==> config.mk <==
export PLATFORM = sky130hd
export DESIGN_NAME = comparator_lookup_logic
export DESIGN_NICKNAME = d
export VERILOG_FILES = /design/src/common/cmp_lut_pkg.sv /design/src/logic/lut_cell.sv /design/src/logic/comparator_lookup_logic.sv
export SDC_FILE = /design/constraint.sdc
export NUM_CORES = 1
export LEC_CHECK = 0
export ABC_AREA = 1
export BUFFER_PORTS_ARGS = -buffer_cell sky130_fd_sc_hd__buf_2
export CORE_UTILIZATION = 43
export DETAILED_ROUTE_END_ITERATION = 10
export PLACE_DENSITY = 0.78
export SYNTH_ARGS = -nofsm -noshare
export SYNTH_HDL_FRONTEND = slang
export SYNTH_SLANG_ARGS = --single-unit
==> constraint.sdc <==
create_clock -name clk -period 0.8 [get_ports clk]
set_input_delay 0.04 -clock clk [delete_from_list [all_inputs] [get_ports clk]]
set_output_delay 0.04 -clock clk [all_outputs]
set_load 0.02 [all_outputs]
==> src/common/cmp_lut_pkg.sv <==
// Shared constants and types for the comparator lookup logic
`default_nettype none
package cmp_lut_pkg;
  // Sizes
  localparam int NUM_CMP = 2;
  localparam int NUM_LUT = 2;
  localparam int CTRL_W = 4;
  localparam int LINE_W = 4;
  localparam int SYNC_STAGES = 3;

  // Input source kinds of a comparator multiplexer
  typedef enum logic [1:0] {
    SRC_GLOBAL = 2'b00,
    SRC_MUXLINE = 2'b01,
    SRC_LOCAL = 2'b10,
    SRC_VREF = 2'b11
  } src_e;

  // Speed and power trade-off of a comparator
  typedef enum logic [1:0] {
    MODE_FAST = 2'b00,
    MODE_SLOW = 2'b01,
    MODE_ULP = 2'b10
  } mode_e;

  // Positive input filter choice
  typedef enum logic [1:0] {
    FILT_BYPASS = 2'b00,
    FILT_LP0 = 2'b01,
    FILT_LP1 = 2'b10
  } filt_e;

  // Reset values
  localparam logic [CTRL_W-1:0] CTRL_RST = 4'h0;
  localparam logic [LINE_W-1:0] LINE_RST = 4'h0;
  localparam src_e SRC_RST = SRC_GLOBAL;
  localparam mode_e MODE_RST = MODE_SLOW;
  localparam filt_e FILT_RST = FILT_BYPASS;
  localparam logic SEL_RST = 1'b0;

  // Lookup index is formed from the inverted inputs
  function automatic logic lut_eval(input logic [CTRL_W-1:0] ctrl,
                                    input logic a, input logic b);
    lut_eval = ctrl[{~a, ~b}];
  endfunction : lut_eval
endpackage : cmp_lut_pkg
`default_nettype wire

==> src/logic/lut_cell.sv <==
// Two input, one output lookup cell
`default_nettype none
module lut_cell (
  // Function word
  input wire logic [cmp_lut_pkg::CTRL_W-1:0] ctrl,
  // Operands
  input wire logic in_a,
  input wire logic in_b,
  // Result, combinational
  output logic out
);
  import cmp_lut_pkg::*;

  // Control bit chosen by the inverted operands
  assign out = lut_eval(ctrl, in_a, in_b);
endmodule : lut_cell
`default_nettype wire

==> src/logic/comparator_lookup_logic.sv <==
// Digital side of the two comparators: sync, lookup units, config
`default_nettype none
// Behaviour
// - Two lookup units, two inputs, one output
// - Either comparator may feed either unit input
// - Software writes 4-bit word per unit
// - Output is word bit at {~A,~B}
// - Lookup outputs go to fabric interface
// - Per-input source select for both comparator inputs
// - Mode select: fast, slow, ultra low power
// - Positive input filter: two filters or bypass
module comparator_lookup_logic (
  // Clock and reset
  input wire logic clk,
  input wire logic rst,
  // Raw comparator decisions, asynchronous
  input wire logic [cmp_lut_pkg::NUM_CMP-1:0] cmp_raw,
  // Lookup unit write port
  input wire logic lut_wr,
  input wire logic lut_wr_unit,
  input wire logic [cmp_lut_pkg::CTRL_W-1:0] lut_wr_ctrl,
  input wire logic lut_wr_src_a,
  input wire logic lut_wr_src_b,
  // Comparator configuration write port
  input wire logic cfg_wr,
  input wire logic cfg_wr_cmp,
  input wire cmp_lut_pkg::src_e cfg_pos_kind,
  input wire logic [cmp_lut_pkg::LINE_W-1:0] cfg_pos_line,
  input wire cmp_lut_pkg::src_e cfg_neg_kind,
  input wire logic [cmp_lut_pkg::LINE_W-1:0] cfg_neg_line,
  input wire logic [1:0] cfg_mode,
  input wire logic [1:0] cfg_filt,
  // Results toward the logic fabric
  output logic [cmp_lut_pkg::NUM_LUT-1:0] lut_out,
  output logic [cmp_lut_pkg::NUM_CMP-1:0] cmp_level,
  // Readback of stored lookup setup
  output logic [cmp_lut_pkg::NUM_LUT-1:0][cmp_lut_pkg::CTRL_W-1:0] lut_ctrl,
  output logic [cmp_lut_pkg::NUM_LUT-1:0] lut_src_a,
  output logic [cmp_lut_pkg::NUM_LUT-1:0] lut_src_b,
  // Settings toward the analog comparators
  output cmp_lut_pkg::src_e [cmp_lut_pkg::NUM_CMP-1:0] pos_kind,
  output logic [cmp_lut_pkg::NUM_CMP-1:0][cmp_lut_pkg::LINE_W-1:0] pos_line,
  output cmp_lut_pkg::src_e [cmp_lut_pkg::NUM_CMP-1:0] neg_kind,
  output logic [cmp_lut_pkg::NUM_CMP-1:0][cmp_lut_pkg::LINE_W-1:0] neg_line,
  output cmp_lut_pkg::mode_e [cmp_lut_pkg::NUM_CMP-1:0] cmp_mode,
  output cmp_lut_pkg::filt_e [cmp_lut_pkg::NUM_CMP-1:0] pos_filt
);
  import cmp_lut_pkg::*;

  // Whole state of the block
  typedef struct packed {
    logic [NUM_CMP-1:0][SYNC_STAGES-1:0] meta;
    logic [NUM_CMP-1:0] cmp_q;
    logic [NUM_LUT-1:0][CTRL_W-1:0] ctrl;
    logic [NUM_LUT-1:0] src_a;
    logic [NUM_LUT-1:0] src_b;
    logic [NUM_LUT-1:0] lut_q;
    src_e [NUM_CMP-1:0] pos_kind;
    logic [NUM_CMP-1:0][LINE_W-1:0] pos_line;
    src_e [NUM_CMP-1:0] neg_kind;
    logic [NUM_CMP-1:0][LINE_W-1:0] neg_line;
    mode_e [NUM_CMP-1:0] mode;
    filt_e [NUM_CMP-1:0] filt;
  } state_s;

  state_s r;
  state_s r_nxt;
  logic [NUM_LUT-1:0] a_in;
  logic [NUM_LUT-1:0] b_in;
  logic [NUM_LUT-1:0] lut_val;

  // Code 2'b11 is unused for both mode and filter
  function automatic logic mode_ok(input logic [1:0] code);
    mode_ok = (code == MODE_FAST) || (code == MODE_SLOW) ||
              (code == MODE_ULP);
  endfunction : mode_ok

  function automatic logic filt_ok(input logic [1:0] code);
    filt_ok = (code == FILT_BYPASS) || (code == FILT_LP0) ||
              (code == FILT_LP1);
  endfunction : filt_ok

  // Lookup units, each fed by a selectable comparator pair
  for (genvar u = 0; u < NUM_LUT; u++) begin : g_lut
    assign a_in[u] = r.cmp_q[r.src_a[u]];
    assign b_in[u] = r.cmp_q[r.src_b[u]];
    lut_cell u_cell (
      .ctrl(r.ctrl[u]),
      .in_a(a_in[u]),
      .in_b(b_in[u]),
      .out(lut_val[u])
    );
  end

  // Next state
  always_comb begin
    r_nxt = r;
    for (int i = 0; i < NUM_CMP; i++) begin
      // Three stages; a change counts once stages two and three agree
      r_nxt.meta[i] = {r.meta[i][1:0], cmp_raw[i]};
      if (r.meta[i][1] == r.meta[i][2]) begin
        r_nxt.cmp_q[i] = r.meta[i][1];
      end
    end
    // Registered so the fabric sees a glitch-free level
    r_nxt.lut_q = lut_val;
    if (lut_wr) begin
      r_nxt.ctrl[lut_wr_unit] = lut_wr_ctrl;
      r_nxt.src_a[lut_wr_unit] = lut_wr_src_a;
      r_nxt.src_b[lut_wr_unit] = lut_wr_src_b;
    end
    if (cfg_wr) begin
      r_nxt.pos_kind[cfg_wr_cmp] = cfg_pos_kind;
      r_nxt.pos_line[cfg_wr_cmp] = cfg_pos_line;
      r_nxt.neg_kind[cfg_wr_cmp] = cfg_neg_kind;
      r_nxt.neg_line[cfg_wr_cmp] = cfg_neg_line;
      // Unused codes keep the old setting rather than a bad bias
      if (mode_ok(cfg_mode)) begin
        r_nxt.mode[cfg_wr_cmp] = mode_e'(cfg_mode);
      end
      if (filt_ok(cfg_filt)) begin
        r_nxt.filt[cfg_wr_cmp] = filt_e'(cfg_filt);
      end
    end
    if (rst) begin
      r_nxt = '0;
      for (int i = 0; i < NUM_CMP; i++) begin
        r_nxt.pos_kind[i] = SRC_RST;
        r_nxt.pos_line[i] = LINE_RST;
        r_nxt.neg_kind[i] = SRC_RST;
        r_nxt.neg_line[i] = LINE_RST;
        r_nxt.mode[i] = MODE_RST;
        r_nxt.filt[i] = FILT_RST;
      end
      for (int u = 0; u < NUM_LUT; u++) begin
        r_nxt.ctrl[u] = CTRL_RST;
        r_nxt.src_a[u] = SEL_RST;
        r_nxt.src_b[u] = SEL_RST;
      end
    end
  end

  // State register
  always_ff @(posedge clk) begin
    r <= r_nxt;
  end

  // Outputs straight from the state register
  assign lut_out = r.lut_q;
  assign cmp_level = r.cmp_q;
  assign lut_ctrl = r.ctrl;
  assign lut_src_a = r.src_a;
  assign lut_src_b = r.src_b;
  assign pos_kind = r.pos_kind;
  assign pos_line = r.pos_line;
  assign neg_kind = r.neg_kind;
  assign neg_line = r.neg_line;
  assign cmp_mode = r.mode;
  assign pos_filt = r.filt;
endmodule : comparator_lookup_logic
`default_nettype wire

==> results of run 1 <==
==> power by group <==
| group | leakage [µW] | internal (µW) | total [µW] | switching, µW |
|---|---|---|---|---|
| clock | 0.0000585 | 1020 | 1910 | 883 |
| sequential | 0.000462 | 2870 | 2980 | 118 |
| combinational | 0.000993 | 591 | 1210 | 618 |
==> area by class of cell <==
| type | instances | area, µm² | area share |
|---|---|---|---|
| Tap cell | 72 | 90.1 | 0.0264 |
| Inverter | 26 | 110 | 0.0323 |
| Clock inverter | 1 | 30.0 | 0.00881 |
| Timing Repair Buffer | 116 | 1060 | 0.310 |
| Multi-Input combinational cell | 167 | 883 | 0.259 |
| Sequential cell | 54 | 1150 | 0.338 |
| Clock buffer | 7 | 86.3 | 0.0253 |
==> state kept, by name (all words and copies together), names as in the netlist <==
register and flops:
neg_line 8, neg_kind 4, lut_out 2, cmp_level 2
r 6, lut_src_a 2, lut_ctrl 8, pos_kind 4
pos_filt 4, pos_line 8, lut_src_b 2, cmp_mode 4
==> worst reg2reg max path, cell delays in order (launching register included) <==
cell and delay, ns:
sky130_fd_sc_hd__dfxtp_4 0.38, sky130_fd_sc_hd__buf_6 0.13, sky130_fd_sc_hd__inv_8 0.05, sky130_fd_sc_hd__o21ai_2 0.12, sky130_fd_sc_hd__nand3_1 0.09, sky130_fd_sc_hd__a21oi_1 0.14
==> through the flow <==
step	TNS, ns	cells
finish	-1.49	443
CTS	-1.43	443
global placement	-0.213	411
detailed placement	-0.429	411
floorplan	0	306
global route	-2.92	443
==> final timing paths <==
| check | start | end | slack [ns] | cells past startpoint |
|---|---|---|---|---|
| min reg2reg | r[48] | r[49] | 0.41 | 2 |
| max reg2reg | cmp_level[0] | lut_out[1] | -0.15 | 5 |
| min | cfg_pos_line[3] | pos_line[3] | -0.0002 | 3 |
| max | lut_src_b[1] | lut_src_b[1] | -0.17 | 2 |
==> metal layers <==
metal	part of all wire	wire length, µm	track usage	vias to the layer above
met5	0	0	0	-
met4	0.031	184	0.100	0
met3	0.044	258	0.0381	17
met2	0.53	3090	0.355	78
met1	0.40	2350	0.213	968
li1	-	-	-	1054
==> cell usage in the layout (no fill, tap or decap), types with 2 or more instances in the layout <==
master,instances
sky130_fd_sc_hd__a21oi_1,15
sky130_fd_sc_hd__a21oi_2,4
sky130_fd_sc_hd__buf_2,29
sky130_fd_sc_hd__buf_4,15
sky130_fd_sc_hd__buf_6,56
sky130_fd_sc_hd__clkbuf_8,6
sky130_fd_sc_hd__dfxtp_1,6
sky130_fd_sc_hd__dfxtp_2,44
sky130_fd_sc_hd__dfxtp_4,4
sky130_fd_sc_hd__dlygate4sd3_1,15
sky130_fd_sc_hd__inv_1,18
sky130_fd_sc_hd__inv_2,5
sky130_fd_sc_hd__inv_4,2
sky130_fd_sc_hd__nand2_1,13
sky130_fd_sc_hd__nand2_4,2
sky130_fd_sc_hd__nand3_1,5
sky130_fd_sc_hd__nand3_2,7
sky130_fd_sc_hd__nor2_1,57
sky130_fd_sc_hd__nor2_2,9
sky130_fd_sc_hd__nor2_4,3
sky130_fd_sc_hd__nor3_1,3
sky130_fd_sc_hd__o21ai_0,19
sky130_fd_sc_hd__o21ai_1,21
sky130_fd_sc_hd__o21ai_2,4
==> timing repair <==
item	CTS	global route
pin swaps	5	1
hold endpoints to repair	15	0
gates cloned	0	0
hold buffers	15	0
setup buffers	9	0
setup endpoints to repair	52	56
gates resized for setup	171	14
==> cells by family after synthesis <==
group / synth area share
buffers and inverters: 0.228
AOI/OAI and AO/OA: 0.143
and+or+nand+nor: 0.184
DFF: 0.445
==> flow_summary.rst, run 1 <==
.. list-table::
   :header-rows: 1

   * - Metric
     - Value
   * - Vias in the first global route
     - 2015
   * - Rel. slew slack
     - 0.776
   * - Share of post-route cells with drive strength above 1
     - 0.531
   * - Number of enable-type register cells in the synthesized netlist
     - 0
   * - Setup slack at placement
     - -0.0659 ns
   * - Worst skew pair latency
     - 0.32 ns
   * - Violated checks
     - negative hold slack, negative setup slack
   * - Total global routing track utilization
     - 0.195
   * - Number of flip-flops and latches in the synthesized netlist
     - 54
   * - Horizontal extent of the die
     - slightly below 80 µm
   * - Maximum number of pins on one net before global-route repair
     - 19
   * - Worst-path clk slew
     - 0.11 ns
   * - Number of remaining DRC errors
     - 0
   * - Data required time of the worst path
     - 0.76 ns
   * - Post-synth top flop
     - sky130_fd_sc_hd__dfxtp_1
   * - Global-route wire length before repair
     - between 9000 and 10000 µm
   * - Synth top area share
     - 0.445
   * - Final HPWL DP
     - 3610 µm
   * - Buf/Inv on CP
     - 2
   * - CTS sink cnt
     - 54
   * - Dominant cell by count in the synthesized netlist
     - sky130_fd_sc_hd__nor2_1
   * - Delay of the slowest cell on the worst path
     - 0.38 ns
   * - Crit share post-route
     - 1.21
   * - Number of max-cap violations
     - 0
   * - Ranking of synthesized cells by instance count
     - sky130_fd_sc_hd__nor2_1, sky130_fd_sc_hd__dfxtp_1, sky130_fd_sc_hd__buf_4, sky130_fd_sc_hd__o21ai_0, sky130_fd_sc_hd__inv_1
   * - TritonCTS clock tree
     - built
   * - Minimum clock period after layout
     - 0.965 ns
   * - Total count of max-transition violations in the final report
     - 0
   * - Min-delay worst type
     - in2reg
   * - Floorplan core area
     - 5470 µm²
   * - Post-detailed-routing wire length
     - 5890 µm
   * - Maximum clock frequency
     - 1040 MHz
   * - Part of the Yosys area used for sequential elements
     - 0.445
   * - Remaining global-route overflow
     - 0
   * - CP max stage cell
     - sky130_fd_sc_hd__dfxtp_4
   * - Global placement routability congestion
     - 0.807
   * - Result of the run
     - finished, violations left
   * - Net Count, Synth
     - 336
   * - Level count of the clock H-tree
     - 2
   * - Port Buf Inserts
     - 77
   * - Vertical die dimension
     - a little under 80 µm
   * - Post-route cell area
     - around 3400 µm²
   * - Overall power consumption
     - 6100 µW
   * - Number of primary I/O pins
     - 78
   * - Critical path data arrival time
     - about 0.93 ns
   * - Total count of hold-check failures in the final report
     - 1
   * - Mean number of vias per cell
     - 4.78
   * - Full die area
     - 5960 µm²
   * - Critical path peak fanout
     - 4
   * - Site Rows
     - 27
   * - Fin Hold WS
     - -0.000239 ns
   * - Number of violations reported at the end of detailed-routing iteration 0
     - 136
   * - Post-route setup slack
     - -0.165 ns
   * - Clock tree buffer depth
     - 2
   * - Setup repair after global routing missed its margin
     - yes
   * - Starting utilization of the core area
     - 0.444
   * - Core Util, Final
     - 0.623
   * - Average cell area after synthesis
     - 7.94 µm²
   * - Critical Path Start Type
     - register
   * - Worst ir drop on vdd
     - 0.839 mV
   * - Power density relative to cell area
     - around 1800 nW/µm²
   * - Worst Tran Pin Value
     - 0.335 ns
   * - Standard cell area after detailed placement
     - 2580 µm²
   * - Total clock buffers created by CTS
     - 5
   * - Clock tree root driver cell
     - sky130_fd_sc_hd__clkbuf_8
   * - Synthesized instance count
     - 306
   * - Count of inserted antenna diode cells
     - 0
   * - Area growth from synthesis to layout
     - 40.3%
   * - Area contributors post-synth
     - sky130_fd_sc_hd__dfxtp_1, sky130_fd_sc_hd__buf_4, sky130_fd_sc_hd__nor2_1
   * - Type of the worst setup path
     - reg2out
   * - Leakage component of the power
     - 0.00151 µW
   * - Worst path top cell family by delay
     - flip-flops
   * - Pre-antenna DRT Iters
     - 4
   * - Worst-path cell chain
     - buf_6 -> buf_6
   * - Yosys cell types
     - 22
   * - Netlist Area Pre-Place
     - 2430 µm²
   * - Number of setup violations in the final report
     - 36
   * - CP endpoint kind
     - output pin
   * - Routed WL per cell
     - ~13 µm
   * - Yosys warning count
     - 0
   * - Net count of the finished layout
     - 400
   * - Cell repeated most along the worst path
     - sky130_fd_sc_hd__buf_6
   * - Antenna Violating Nets Remaining
     - 0
   * - Clock Skew
     - between 0.015 and 0.02 ns
   * - Number of fill cells
     - 443
   * - Initial antenna violation count
     - 0
   * - Async S/R FF share, synth
     - 0
   * - Cell type contributing the most total cell area after synthesis
     - sky130_fd_sc_hd__dfxtp_1
   * - Via count
     - 2117
Note: power is estimated with default switching activity, not from simulation.
==> run 2, diff against run 1 <==
--- a/config.mk
+++ b/config.mk
@@ -7,9 +7,9 @@
 export LEC_CHECK = 0
 export ABC_AREA = 1
 export BUFFER_PORTS_ARGS = -buffer_cell sky130_fd_sc_hd__buf_2
-export CORE_UTILIZATION = 43
+export CORE_UTILIZATION = 40
 export DETAILED_ROUTE_END_ITERATION = 10
-export PLACE_DENSITY = 0.78
+export PLACE_DENSITY = 0.74
 export SYNTH_ARGS = -nofsm -noshare
 export SYNTH_HDL_FRONTEND = slang
 export SYNTH_SLANG_ARGS = --single-unit
==> flow_summary.rst, run 2 (same netlist as run 1, synthesis figures left out) <==
.. list-table::
   :header-rows: 1

   * - Metric
     - Value
   * - Setup repair after global routing missed its margin
     - yes
   * - Min-delay worst type
     - in2reg
   * - Floorplan core area
     - 5890 µm² (+7.5%)
   * - Number of primary I/O pins
     - 78 (unchanged)
   * - Worst setup startpoint
     - lut_src_b[0]
   * - Net count of the finished layout
     - 401 (+0.25%)
   * - Clock tree buffer depth
     - 2 (unchanged)
   * - Commonest non-fill, non-tap cell in the layout
     - sky130_fd_sc_hd__nor2_1
   * - Total count of hold-check failures in the final report
     - 0 (-1)
   * - Violated checks
     - negative setup slack
   * - Critical path peak fanout
     - 4 (unchanged)
   * - Overall power consumption
     - 5670 µW (-7.1%)
   * - Vertical die dimension
     - 79.9 µm (+3.6%)
   * - Remaining global-route overflow
     - 0 (unchanged)
   * - Clock Skew
     - 0.0160 ns (-0.00308 ns)
   * - Level count of the clock H-tree
     - 2 (unchanged)
   * - Vias in the first global route
     - 2054 (+1.9%)
   * - Number of remaining DRC errors
     - 0 (unchanged)
   * - Global-route wire length before repair
     - 9140 µm (-0.60%)
   * - Mean number of vias per cell
     - 4.78 (about the same)
   * - Via count
     - 2137 (+0.94%)
   * - Minimum clock period after layout
     - 0.959 ns (-0.00630 ns)
   * - Commonest cells after routing, fill and taps aside
     - sky130_fd_sc_hd__nor2_1, sky130_fd_sc_hd__buf_6, sky130_fd_sc_hd__dfxtp_2
   * - Power density relative to cell area
     - 1690 nW/µm² (-5.4%)
   * - CP endpoint kind
     - output pin
   * - Worst reg2reg endpoint
     - lut_out[1]
   * - CTS sink cnt
     - 54 (unchanged)
   * - Port Buf Inserts
     - 77 (unchanged)
   * - Worst flop-to-flop path startpoint
     - lut_src_a[1]
   * - Final HPWL DP
     - 3710 µm (+2.7%)
   * - Post-route cell area
     - 3350 µm² (-1.7%)
   * - Site Rows
     - 28 (+3.7%)
   * - Critical path data arrival time
     - 0.92 ns (about the same)
   * - Horizontal extent of the die
     - 79.9 µm (+3.6%)
   * - Number of setup violations in the final report
     - 35 (-2.8%)
   * - Number of violations reported at the end of detailed-routing iteration 0
     - 83 (-39%)
   * - Register-to-register setup slack
     - -0.14 ns (about the same)
   * - Type of the worst setup path
     - reg2out
   * - Area growth from synthesis to layout
     - 37.9%
   * - Post-route setup slack
     - -0.159 ns (+0.00630 ns)
   * - Full die area
     - 6390 µm² (+7.3%)
   * - Critical Path Start Type
     - register
   * - Initial antenna violation count
     - 0 (unchanged)
   * - TritonCTS clock tree
     - built
   * - Clock tree root driver cell
     - sky130_fd_sc_hd__clkbuf_8
   * - Starting utilization of the core area
     - 0.413 (-0.0311)
   * - Total clock buffers created by CTS
     - 5 (unchanged)
   * - Leakage component of the power
     - 0.00150 µW (-0.93%)
   * - Worst ir drop on vdd
     - 0.809 mV (-3.6%)
   * - Worst skew pair latency
     - 0.31 ns (about the same)
   * - Crit share post-route
     - 1.20 (-0.00788)
   * - Global placement routability congestion
     - 0.861 (+6.7%)
   * - Result of the run
     - finished, violations left
   * - Number of cell instances on the worst register-to-register path
     - 4 (-1)
   * - Number of max-cap violations
     - 0 (unchanged)
   * - Maximum clock frequency
     - 1040 MHz (+0.66%)
   * - Rel. slew slack
     - 0.793 (+0.0165)
   * - Core Util, Final
     - 0.569 (-0.0537)
   * - Post-detailed-routing wire length
     - 5840 µm (-0.82%)
   * - Total count of max-transition violations in the final report
     - 0 (unchanged)
   * - Pre-antenna DRT Iters
     - 4 (unchanged)
   * - Routed WL per cell
     - 13.1 µm (-1.7%)
   * - Maximum number of pins on one net before global-route repair
     - 23 (+4)
   * - Share of post-route cells with drive strength above 1
     - 0.522 (-0.00949)
   * - Data required time of the worst path
     - 0.76 ns (about the same)
   * - Total global routing track utilization
     - 0.186 (-0.00912)
   * - Worst Tran Pin Value
     - 0.310 ns (-0.0246 ns)
   * - Standard cell area after detailed placement
     - 2600 µm² (+0.73%)
   * - Count of inserted antenna diode cells
     - 0 (unchanged)
   * - Endpoint of the most critical setup path
     - lut_src_b[0]
   * - Worst-path clk slew
     - 0.10 ns (about the same)
   * - Antenna Violating Nets Remaining
     - 0 (unchanged)
[run 2: cell count changes in the layout (fill, tap and decap cells not counted), sizes merged]
cell and change:
clkbuf -1, clkinv +2, buf +2, dlygate4sd3 -1, bufinv -1
[run 2: area by class of cell]
type,count,area (µm²)
clock inverter,2,10.0
tap,75,93.8
multi-input combinational,167,856
sequential,54,1150
fill,537,2530
inverter,26,108
timing repair buffer,117,1060
clock buffer,6,72.6
[run 2: stage by stage]
step	setup TNS [ns]	hold WS (ns)	std cells	setup slack [ns]
after floorplan	0	0.147	306	0.0195
after global placement	-0.217	0.252	416	-0.0339
after detailed placement	-0.545	0.252	416	-0.0860
after CTS	-1.44	0.00186	444	-0.165
after global routing	-3.14	0.0152	447	-0.200
final	-1.35	0.0131	447	-0.159
[run 2: layer usage]
layer	track usage	up-vias	wire, µm
met5	0	-	0
met4	0.0875	0	167
met3	0.0457	20	236
met2	0.343	76	3140
met1	0.197	985	2300
li1	-	1056	-
[run 2: worst min-delay path by stage]
stage                        start           end  slack (ns)  cells after the start
floorplan               cmp_raw[0]         r[48]        0.15                      2
global placement        cmp_raw[0]         r[48]        0.25                      3
detailed placement      cmp_raw[0]         r[48]        0.25                      3
CTS                         lut_wr  lut_src_a[1]       0.002                      3
global route        lut_wr_ctrl[2]   lut_ctrl[2]        0.02                      3
finish              lut_wr_ctrl[2]   lut_ctrl[2]        0.01                      3
[run 2: power breakdown]
group          internal [µW]  total [µW]  switching (µW)
sequential              2870        2980             118
combinational            592        1200             609
clock                    610        1480             872
[run 2: what timing repair did]
action,CTS,global route
hold endpoints to repair,16,0
resized for setup,157,17
hold buffers,14,0
setup endpoints to repair,52,54
buffers inserted,6,3
pin swaps,3,3
gates cloned,0,0
[run 2: critical path, stage by stage, from the launching register on]
cell and delay [ns]:
sky130_fd_sc_hd__dfxtp_4 0.38, sky130_fd_sc_hd__buf_6 0.11, sky130_fd_sc_hd__buf_6 0.12
